### config.mk
export PLATFORM = sky130hd
export DESIGN_NAME = supply_supervisor_mode_control
export DESIGN_NICKNAME = d
export VERILOG_FILES = /design/src/verilog/supervisor_pkg.sv /design/src/verilog/settle_timer.sv /design/src/verilog/supply_supervisor_mode_control.sv
export SDC_FILE = /design/constraint.sdc
export NUM_CORES = 1
export LEC_CHECK = 0
export ABC_AREA = 1
export ABC_CLOCK_PERIOD_IN_PS = 2100
export BUFFER_PORTS_ARGS = -buffer_cell sky130_fd_sc_hd__buf_2
export CAP_MARGIN = 20
export CORE_ASPECT_RATIO = 1.75
export CORE_UTILIZATION = 50
export CTS_BUF_LIST = sky130_fd_sc_hd__clkbuf_4
export CTS_CLUSTER_SIZE = 10
export DETAILED_ROUTE_END_ITERATION = 12
export PLACE_DENSITY = 0.81
export SLEW_MARGIN = 10
export SYNTH_ARGS = -nofsm -noshare
export SYNTH_HDL_FRONTEND = slang
export SYNTH_SLANG_ARGS = --single-unit
### constraint.sdc
create_clock -name clk -period 2.1 [get_ports clk]
set_input_delay 0.105 -clock clk [delete_from_list [all_inputs] [get_ports clk]]
set_output_delay 0.105 -clock clk [all_outputs]
set_load 0.01 [all_outputs]
### src/verilog/supervisor_pkg.sv
// Package for the supply supervisor mode control block.
// Assumes a single 200 MHz clock and a synchronous active-low reset.
package supervisor_pkg;

  // ==========================================================================
  // Timing
  // ==========================================================================
  localparam int ClockPeriodPs = 5000;
  localparam int FastSettleNs = 2000;
  localparam int SlowSettleUs = 150;
  localparam int FastSettleCycles = FastSettleNs * 1000 / ClockPeriodPs;
  localparam int SlowSettleCycles = SlowSettleUs * 1000000 / ClockPeriodPs;
  localparam int SettleCountWidth = 16;
  localparam int ExcursionNs = 6000;
  localparam int ExcursionCycles = ExcursionNs * 1000 / ClockPeriodPs;

  // ==========================================================================
  // Unit operating states
  // ==========================================================================
  typedef enum logic [1:0] {
    UNIT_OFF = 2'h0,
    UNIT_NORMAL = 2'h1,
    UNIT_FULL = 2'h2
  } unit_state_t;

  // One side's control settings as software writes them.
  typedef struct packed {
    logic supervisorEnable;
    logic supervisorLpmKeep;
    logic supervisorFullPerf;
    logic monitorEnable;
    logic monitorFullPerf;
    logic autoControl;
  } side_control_t;

  // Resolved states of one side's supervisor and monitor.
  typedef struct packed {
    unit_state_t supervisorActive;
    unit_state_t supervisorDeep;
    unit_state_t monitorActive;
    unit_state_t monitorDeep;
  } side_states_t;

endpackage

### src/verilog/settle_timer.sv
// Settling-delay timer for one supervisor side.
// Assumes the write strobe is a one-cycle pulse on the same clock.
`timescale 1ns/100ps
module settle_timer
  import supervisor_pkg::*;
#(
  parameter int SlowCycles = SlowSettleCycles,
  parameter int FastCycles = FastSettleCycles
) (
  // Clock and reset
  input wire logic clk,
  input wire logic rst_n,
  // Control
  input wire logic controlWrite,
  input wire logic fullPerf,
  // Status
  output logic settleFlag
);

  logic [SettleCountWidth-1:0] count;
  logic [SettleCountWidth-1:0] next_count;
  logic next_settleFlag;

  // ==========================================================================
  // Countdown
  // ==========================================================================
  always_comb begin
    next_count = count;
    next_settleFlag = settleFlag;
    if (controlWrite) begin
      // A fresh write restarts the delay and wins over expiry.
      next_settleFlag = 1'b1; // RL17
      if (fullPerf) begin
        next_count = SettleCountWidth'(FastCycles - 1); // RL8
      end else begin
        next_count = SettleCountWidth'(SlowCycles - 1); // RL9
      end
    end else if (settleFlag) begin
      if (count == '0) begin
        next_settleFlag = 1'b0; // RL17
      end else begin
        next_count = count - 1'b1;
      end
    end
  end

  always_ff @(posedge clk) begin
    if (!rst_n) begin
      count <= '0;
      settleFlag <= 1'b0;
    end else begin
      count <= next_count;
      settleFlag <= next_settleFlag;
    end
  end

  a_flag_set_on_write: assert property (@(posedge clk) disable iff (!rst_n)
    controlWrite |=> settleFlag) else $error("flag not set by write"); // RL17

  a_fast_delay_length: assert property (@(posedge clk) disable iff (!rst_n)
    (controlWrite && fullPerf) ##1 (!controlWrite)[*8]
    |-> settleFlag) else $error("fast delay ended early"); // RL8

endmodule // settle_timer

### src/verilog/supply_supervisor_mode_control.sv
// Mode control for low-side and high-side supply supervisors and monitors.
// Assumes software drives the control bits as plain ports on this clock,
// with one-cycle write strobes, and that deep sleep requests come from
// the same clock domain.
//
// Notes on behaviour
// (RL1) Manual low supervisor: keep bit selects keep-or-off.
// (RL2) Auto low supervisor: normal only if all bits.
// (RL3) Manual low monitor keeps its active state.
// (RL4) Auto low monitor: full-perf gives normal, else off.
// (RL5) Slow wake when enabled low-side unit not full-perf.
// (RL6) High supervisor mirrors low supervisor mapping.
// (RL7) High monitor: manual keeps, auto full-perf gives normal.
// (RL8) Full-performance settling delay about two microseconds.
// (RL9) Normal-mode settling delay about 150 microseconds.
// (RL10) Software raises core level only in normal mode.
// (RL11) Software waits for both settle flags before sleep.
// (RL12) Software halves main clock before deep sleep.
// (RL13) Software waits level-dependent cycles before full speed.
// (RL14) Subsystem clock from oscillator not masked on deep sleep exit.
// (RL15) Software keeps subsystem clock request enabled.
// (RL16) Power-up clear releases stuck wake-up condition.
// (RL17) Settle flag set on write, cleared after delay.
`timescale 1ns/100ps
module supply_supervisor_mode_control
  import supervisor_pkg::*;
#(
  parameter int SlowCycles = SlowSettleCycles,
  parameter int FastCycles = FastSettleCycles
) (
  // Clock and reset
  input wire logic clk,
  input wire logic rst_n,
  // Power-up clear request, such as from the watchdog
  input wire logic powerUpClear,
  // Control settings and their write strobes
  input wire side_control_t lowControl,
  input wire side_control_t highControl,
  input wire logic lowControlWrite,
  input wire logic highControlWrite,
  // Power mode
  input wire logic deepSleep,
  input wire logic wakeRequest,
  input wire logic subsystemClockFromOscillator,
  // Resolved unit states
  output side_states_t lowStates,
  output side_states_t highStates,
  // Wake-up class, settling status, sleep state and subsystem clock unmask
  output logic slowWakeup,
  output logic lowSettleFlag,
  output logic highSettleFlag,
  output logic deepSleepActive,
  output logic subsystemClockUnmasked
);

  // ==========================================================================
  // Mode mapping
  // ==========================================================================
  function automatic unit_state_t active_state(input logic en,
                                               input logic fp);
    if (!en) begin
      return UNIT_OFF;
    end
    return fp ? UNIT_FULL : UNIT_NORMAL;
  endfunction

  function automatic side_states_t map_side(input side_control_t c);
    side_states_t s;
    s.supervisorActive = active_state(c.supervisorEnable,
                                      c.supervisorFullPerf);
    s.monitorActive = active_state(c.monitorEnable, c.monitorFullPerf);
    if (!c.supervisorLpmKeep || !c.supervisorEnable) begin
      s.supervisorDeep = UNIT_OFF; // RL1 RL6
    end else if (!c.autoControl) begin
      s.supervisorDeep = s.supervisorActive; // RL1 RL6
    end else begin
      s.supervisorDeep = c.supervisorFullPerf ? UNIT_NORMAL : UNIT_OFF; // RL2
    end
    if (!c.monitorEnable) begin
      s.monitorDeep = UNIT_OFF;
    end else if (!c.autoControl) begin
      s.monitorDeep = s.monitorActive; // RL3 RL7
    end else begin
      s.monitorDeep = c.monitorFullPerf ? UNIT_NORMAL : UNIT_OFF; // RL4 RL7
    end
    return s;
  endfunction

  side_states_t next_lowStates;
  side_states_t next_highStates;
  logic next_slowWakeup;

  always_comb begin
    next_lowStates = map_side(lowControl);
    next_highStates = map_side(highControl);
    next_slowWakeup =
      (lowControl.supervisorEnable && !lowControl.supervisorFullPerf) ||
      (lowControl.monitorEnable && !lowControl.monitorFullPerf); // RL5
  end

  always_ff @(posedge clk) begin
    if (!rst_n || powerUpClear) begin
      lowStates <= '0;
      highStates <= '0;
      slowWakeup <= 1'b0;
    end else begin
      lowStates <= next_lowStates;
      highStates <= next_highStates;
      slowWakeup <= next_slowWakeup;
    end
  end

  // ==========================================================================
  // Settling delays
  // ==========================================================================
  settle_timer #(
    .SlowCycles(SlowCycles),
    .FastCycles(FastCycles)
  ) lowTimer (
    .clk(clk),
    .rst_n(rst_n),
    .controlWrite(lowControlWrite),
    .fullPerf(lowControl.supervisorFullPerf),
    .settleFlag(lowSettleFlag)
  );

  settle_timer #(
    .SlowCycles(SlowCycles),
    .FastCycles(FastCycles)
  ) highTimer (
    .clk(clk),
    .rst_n(rst_n),
    .controlWrite(highControlWrite),
    .fullPerf(highControl.supervisorFullPerf),
    .settleFlag(highSettleFlag)
  );

  // ==========================================================================
  // Sleep state and clock excursion window
  // ==========================================================================
  typedef enum logic [2:0] {
    PM_ACTIVE = 3'h1,
    PM_SLEEP = 3'h2,
    PM_EXIT = 3'h4
  } power_state_t;

  power_state_t pmState;
  power_state_t next_pmState;
  logic [SettleCountWidth-1:0] exitCount;
  logic [SettleCountWidth-1:0] next_exitCount;

  always_comb begin
    next_pmState = pmState;
    next_exitCount = exitCount;
    unique case (pmState)
      PM_ACTIVE: begin
        if (deepSleep) begin
          next_pmState = PM_SLEEP;
        end
      end
      PM_SLEEP: begin
        if (wakeRequest) begin
          next_pmState = PM_EXIT;
          next_exitCount = SettleCountWidth'(ExcursionCycles - 1);
        end
      end
      PM_EXIT: begin
        if (exitCount == '0) begin
          next_pmState = PM_ACTIVE;
        end else begin
          next_exitCount = exitCount - 1'b1;
        end
      end
      default: begin
        next_pmState = PM_ACTIVE;
      end
    endcase
  end

  always_ff @(posedge clk) begin
    if (!rst_n || powerUpClear) begin
      pmState <= PM_ACTIVE; // RL16
      exitCount <= '0;
    end else begin
      pmState <= next_pmState;
      exitCount <= next_exitCount;
    end
  end

  assign deepSleepActive = (pmState == PM_SLEEP);
  // The subsystem clock passes ungated during the excursion window when it comes from the oscillator.
  assign subsystemClockUnmasked =
    (pmState == PM_EXIT) && subsystemClockFromOscillator; // RL14

  a_auto_low_supervisor: assert property (@(posedge clk) disable iff (!rst_n)
    (lowControl.autoControl && !(lowControl.supervisorEnable &&
     lowControl.supervisorLpmKeep && lowControl.supervisorFullPerf) &&
     !powerUpClear)
    |=> lowStates.supervisorDeep == UNIT_OFF)
    else $error("auto supervisor not off"); // RL2

  a_manual_low_keep: assert property (@(posedge clk) disable iff (!rst_n)
    (!lowControl.autoControl && lowControl.supervisorLpmKeep &&
     !powerUpClear)
    |=> lowStates.supervisorDeep == lowStates.supervisorActive)
    else $error("manual supervisor not kept"); // RL1

  a_manual_monitor: assert property (@(posedge clk) disable iff (!rst_n)
    (!lowControl.autoControl && !powerUpClear)
    |=> lowStates.monitorDeep == lowStates.monitorActive)
    else $error("manual monitor not kept"); // RL3

  a_auto_monitor: assert property (@(posedge clk) disable iff (!rst_n)
    (highControl.autoControl && highControl.monitorEnable &&
     !powerUpClear)
    |=> highStates.monitorDeep ==
        ($past(highControl.monitorFullPerf) ? UNIT_NORMAL : UNIT_OFF))
    else $error("auto monitor wrong"); // RL7

  a_low_auto_monitor: assert property (@(posedge clk) disable iff (!rst_n)
    (lowControl.autoControl && lowControl.monitorEnable &&
     !lowControl.monitorFullPerf && !powerUpClear)
    |=> lowStates.monitorDeep == UNIT_OFF)
    else $error("auto low monitor not off"); // RL4

  a_high_sup_off: assert property (@(posedge clk) disable iff (!rst_n)
    (!highControl.supervisorLpmKeep && !powerUpClear)
    |=> highStates.supervisorDeep == UNIT_OFF)
    else $error("high supervisor not off"); // RL6

  a_slow_wake_class: assert property (@(posedge clk) disable iff (!rst_n)
    (lowControl.supervisorEnable && !lowControl.supervisorFullPerf &&
     !powerUpClear) |=> slowWakeup)
    else $error("slow wake not chosen"); // RL5

  a_slow_delay_holds: assert property (@(posedge clk) disable iff (!rst_n)
    (lowControlWrite && !lowControl.supervisorFullPerf) ##1
    (!lowControlWrite)[*8] |-> lowSettleFlag)
    else $error("slow delay ended early"); // RL9

  a_clear_wakes: assert property (@(posedge clk) disable iff (!rst_n)
    powerUpClear |=> pmState == PM_ACTIVE)
    else $error("clear did not recover"); // RL16

endmodule // supply_supervisor_mode_control

---- Word level (Yosys, flattened, before mapping) ----
Index checks and enable logic that the tools add are counted.
word-level totals
  register bits ........................... 70
  bits of input ports ..................... 20
  output and inout port bits .............. 21
  logic and storage cells ................. 94
cells by class
  add/subtract/negate cells ............... 3
  eq/ne operators ......................... 9
  muxes and demuxes ....................... 37
  bitwise logic cells ..................... 2
  reductions and logical operators ........ 28
operators with widths
  kind                                                  count
  2-to-1 mux 16 bit                                     8
  logical NOT 16 bit                                    3
  subtractor 16 x 1 -> 16 bit (second input constant)   3
  case mux 16 bit (2 select lines)                      1
  2-to-1 mux 15 bit                                     2
  2-to-1 mux 2 bit                                      12
  != test 2 bit (second input constant)                 6
  2-to-1 mux 1 bit                                      10
  2-to-1 mux 3 bit                                      3
  case mux 3 bit (3 select lines)                       1
  OR reduction 2 bit                                    4
  logical NOT 1 bit                                     7
  AND reduction 3 bit                                   2
  nonzero test 2 bit                                    3
  logical OR 1 bit                                      4
  AND reduction 2 bit                                   2
  equality test 3 x 1 -> 1 bit (second input constant)  1
  equality test 3 x 2 -> 1 bit (second input constant)  1
  equality test 3 bit (second input constant)           1
  logical AND 1 bit                                     3
  NOT 1 bit                                             2

---- Depth between registers and ports, before layout ----
  depth after elaboration ................. 4
  mapped depth ............................ 11
  mapped depth without buffers ............ 11

---- Hierarchy ----
Synthesis repeated with hierarchy kept, for this count alone.
second synthesis, totals
  cells, all modules ...................... 611
  area total of the unflattened synthesis .. 3849.9 µm²
modules (own cells, without submodules)
  module                          times used  cells an instance  area an instance (µm²)  seq. area each (µm²)
  settle_timer                    2           174                1069.8                  340.3
  supply_supervisor_mode_control  1           263                1710.4                  720.7

---- Worst setup path before layout ----
OpenSTA, ideal clock, no wires.
  path kind ............................... register to register
  from .................................... reg exitCount[0]
  to ...................................... reg exitCount[11]
  setup time .............................. 123 ps
  arrival ................................. 1422 ps
  required time ........................... 1977 ps
  setup slack ............................. 556 ps
  cell stages (with the launch flop) ...... 11
  path buffers ............................ 1
  clock period less this slack ............ 1544 ps
  cell sequence ........................... dfxtp_1 inv_1 ha_1 nand2_1 nor2_2 nand3_1 nand3_4 inv_6 buf_12 nand2_2 a21oi_2
on the way
  word-level cells in the longest chain between the ends .. 3
  elaborated cells on any way between the ends .. 6
  classes of those cells .................. add/sub: 1; eq/ne: 1; mux: 2; reduce/logical: 2
ends and longest elaborated chain
  what                                                                            line                                                                          RTL
  start, declared                                                                 supply_supervisor_mode_control.sv:149                                         logic [SettleCountWidth-1:0] exitCount;
  start signal, assigned                                                          supply_supervisor_mode_control.sv:186                                         exitCount <= next_exitCount;
  subtractor 16 x 1 -> 16 bit / logical NOT 16 bit (equally long branches)        supply_supervisor_mode_control.sv:171, supply_supervisor_mode_control.sv:168
  2-to-1 mux 16 bit / != test 2 bit (equally long branches)                       n/a
  case mux 16 bit (2 select lines) / AND reduction 3 bit (equally long branches)  n/a
Several ways; a longest one is shown, not always the timed one. The select of a mux whose other input is x is not followed.
A chain may end at the register's enable or synchronous reset.

---- Final worst setup path ----
  from .................................... reg highTimer.count[8]
  to ...................................... reg highTimer.count[5]
on the way
  word-level cells in the longest chain between the ends .. 3
ends and longest elaborated chain
  what                                  line                RTL
  start, declared                       settle_timer.sv:20  logic [SettleCountWidth-1:0] count;
  start signal, assigned                settle_timer.sv:52  count <= next_count;
  logical NOT 16 bit                    settle_timer.sv:39  if (count == '0) begin
  != test 2 bit (no source line)        n/a
  AND reduction 2 bit (no source line)  n/a
Every way passes these cells.

==> metrics.txt <==
endpoints failing setup 0; Final Max Tran Viols 0; Max Root-Sink Buffers 2; clk slew on worst S/H paths about 0.11 ns; Startpoint Class flop; top cells by area, synth dfxtp_1 (37%), nand2_1 (15%), nor2_1 (11%), inv_1 (6.4%), nand3_1 (5.3%); Clock Power Share 32.8%; Synth Flop Type dfxtp_1; Max FO, Critical Path 12; Sw Pwr 892 uW; Net Count, Synth between 600 and 700; DIE AREA 7870 um2; Layout Skew between 0.01 and 0.015 ns; reg2reg start highTimer.count[8]$_SDFFE_PN0P_; grt ovf 0; detailed-route via count slightly below 4,000; worst path arrival time around 2.2 ns; Fmax 540 MHz; maximum vdd drop ~0.30 mV; layout cells sized above 1 between 10% and 20%; pin count of the biggest net entering global routing 18; crit-path most repeated cell nand2_1; synthesized instance count slightly below 600; Int Power 2.06 mW; Power Density between 600 and 700 nW/um2; cell with the most instances after synthesis nand2_1; Detail Placement HPWL approximately 7300 um; # DRC 0; CP Data Required Time 2.46 ns; reg-to-reg slack, setup around 0.25 ns; Min-Delay Startpoint highControlWrite; register share of total power between 40% and 50%; Root Buffer clkbuf_4; DIE WIDTH approximately 68 um; drt wl/cell approximately 14 um; fin crit period roughly 1.9 ns; Placer Congestion 0.900; final wirelength ~10,000 um; Seq cells post-synth 70; Initial Util 51.9%; dpl cells between 700 and 800; worst setup path class reg2reg; Crit. Startpoint highTimer.count[8]$_SDFFE_PN0P_; Starting DRT DRC Count between 200 and 300; Avg Cell Area, Syn 6.50 um2; I/O Buffers 40; fin nets just under 700; vias in the first global route 3,661; Slowest cell on crit path dfxtp_1; Num Clock Sinks 70; total CTS buffers 9; n_diodes 0; footprint of the multi-input gates a little over 2000 um2; H-tree depth 3; Fill cells approximately 640; DR vias/cell 5.27; FF+latch area ~1400 um2; drt pass-1 iters 5; final period utilization just under 90%; antenna violations before repair 0; RSZ-0062 raised after global routing no; top cells by count, synth nand2_1 (153), nor2_1 (111), dfxtp_1 (70); total track usage between 20% and 30%; first-pass GRT wire length around 16,000 um; core area 7230 um2; yosys warns 0; post-synth top area cell dfxtp_1; area grow syn2layout 19.0%; Setup TNS 0 ns; leakage 2.16 nW; fin cells approximately 740; Worst Setup End Kind flop; CTS tree yes; Mapped Area around 3800 um2; Worst Hold Class in2reg; Clock Latency Late Sink ~0.43 ns; Max-cap violations 0; final core utilization between 60% and 70%; Site Rows between 40 and 50; Async SR Flop Fraction 0%; DIE HEIGHT about 120 um; count of cell types in the netlist 33; io pins 41; WHS 0.0778 ns; DP Worst Slack between 0.2 and 0.3 ns; power share of the combinational group a little under a fifth; register area share after synthesis between 30 and 40%; worst-path cell chain nor2_1 -> nand2_1 -> nor2_4 -> nand2_1 -> nand2_2 -> nand2_2 -> inv_2 -> nand2_1 -> a21oi_1; biggest cell delay along the critical path slightly below 0.4 ns; Slew HR approximately 67%; EDFF count, synth 0; fin worst setup slack between 0.2 and 0.25 ns; Post-DRT Antenna Nets 0; status finished, final reports clean; post-synth top area share 37.3%; Worst Max-Slew Pin Slew around 0.5 ns; Hold Vio Cnt, Final 0; switch share a little under a third
## critical path, delay by kind of cell, from the launching register on
family / cells / cell delay, ns
flops: 1 / 0.39
compound gates: 1 / 0.16
simple gates: 7 / 1.09
buf+inv: 1 / 0.15
## registers in the layout, indices dropped and copies added, names as in the netlist
register              flops
highStates                8
highTimer.count          16
exitCount                16
lowStates                 8
slowWakeup                1
highTimer.settleFlag      1
pmState                   3
lowTimer.count           16
lowTimer.settleFlag       1
## cells by family after synthesis
family	count (synthesis)	share of synthesized area, %
buffers and inverters	78	9.00
DFF	70	37.3
xor gates and xnor gates	15	3.50
and+or+nand+nor	345	39.1
adders and majority gates	3	1.00
AOI/OAI and AO/OA	67	10.1
## metrics by stage
stage	area, um2	power, mW
final	4470	2.95
after global routing	4470	3.10
after CTS	4430	2.95
after detailed placement	4030	1.95
after global placement	4030	1.94
after floorplan	3750	1.81
## power by group through the flow
| stage | combinational (mW) | sequential, mW | clock (mW) |
|---|---|---|---|
| floorplan | 0.353 | 1.46 | 0 |
| global placement | 0.471 | 1.47 | 0 |
| detailed placement | 0.485 | 1.47 | 0 |
| CTS | 0.517 | 1.44 | 0.994 |
| global route | 0.609 | 1.45 | 1.04 |
| finish | 0.543 | 1.44 | 0.968 |
## cell type report
type / instances / share of cell area, %
clock buffer: 9 / 1.51
inverter: 70 / 6.05
multi-input combinational: 430 / 45.4
tap: 86 / 2.41
sequential: 70 / 31.4
clock inverter: 6 / 1.93
timing repair buffer: 73 / 11.4
## cells in the final DEF (no fill, tap or decap), types with 5 or more instances in the layout
cell and instances:
dlygate4sd3_1 24, inv_1 63, xor2_1 8, or2_2 5
nand3_1 40, nand2_2 14, o21ai_0 24, xnor2_1 7
a21oi_2 10, buf_2 40, a21oi_1 29, nand2_1 153
dfxtp_1 70, nor3_1 9, nor2_1 109, nand4_1 5
clkbuf_4 9, buf_4 9
## final timing paths
path	endpoint	depth (start not counted)
hold reg to reg	lowTimer.count[0]$_SDFFE_PN0P_	2
setup / recovery	highTimer.count[5]$_SDFFE_PN0P_	9
setup reg to reg	highTimer.count[5]$_SDFFE_PN0P_	9
hold / removal	highTimer.count[8]$_SDFFE_PN0P_	3
## repair_timing
item                       CTS  global route
setup endpoints to repair    0            13
hold buffers                24             0
resized for setup            0             4
hold endpoints to repair    22             0
buffers inserted             0             4
## per-layer routing
metal / track usage, % / routed length (um) / up-vias
li1: - / - / 1967
met1: 26.5 / 3850 / 1787
met2: 50.0 / 5460 / 134
met3: 8.40 / 557 / 35
met4: 19.9 / 502 / 0
met5: 0 / 0 / -
Power figures use the tool's default switching activity.
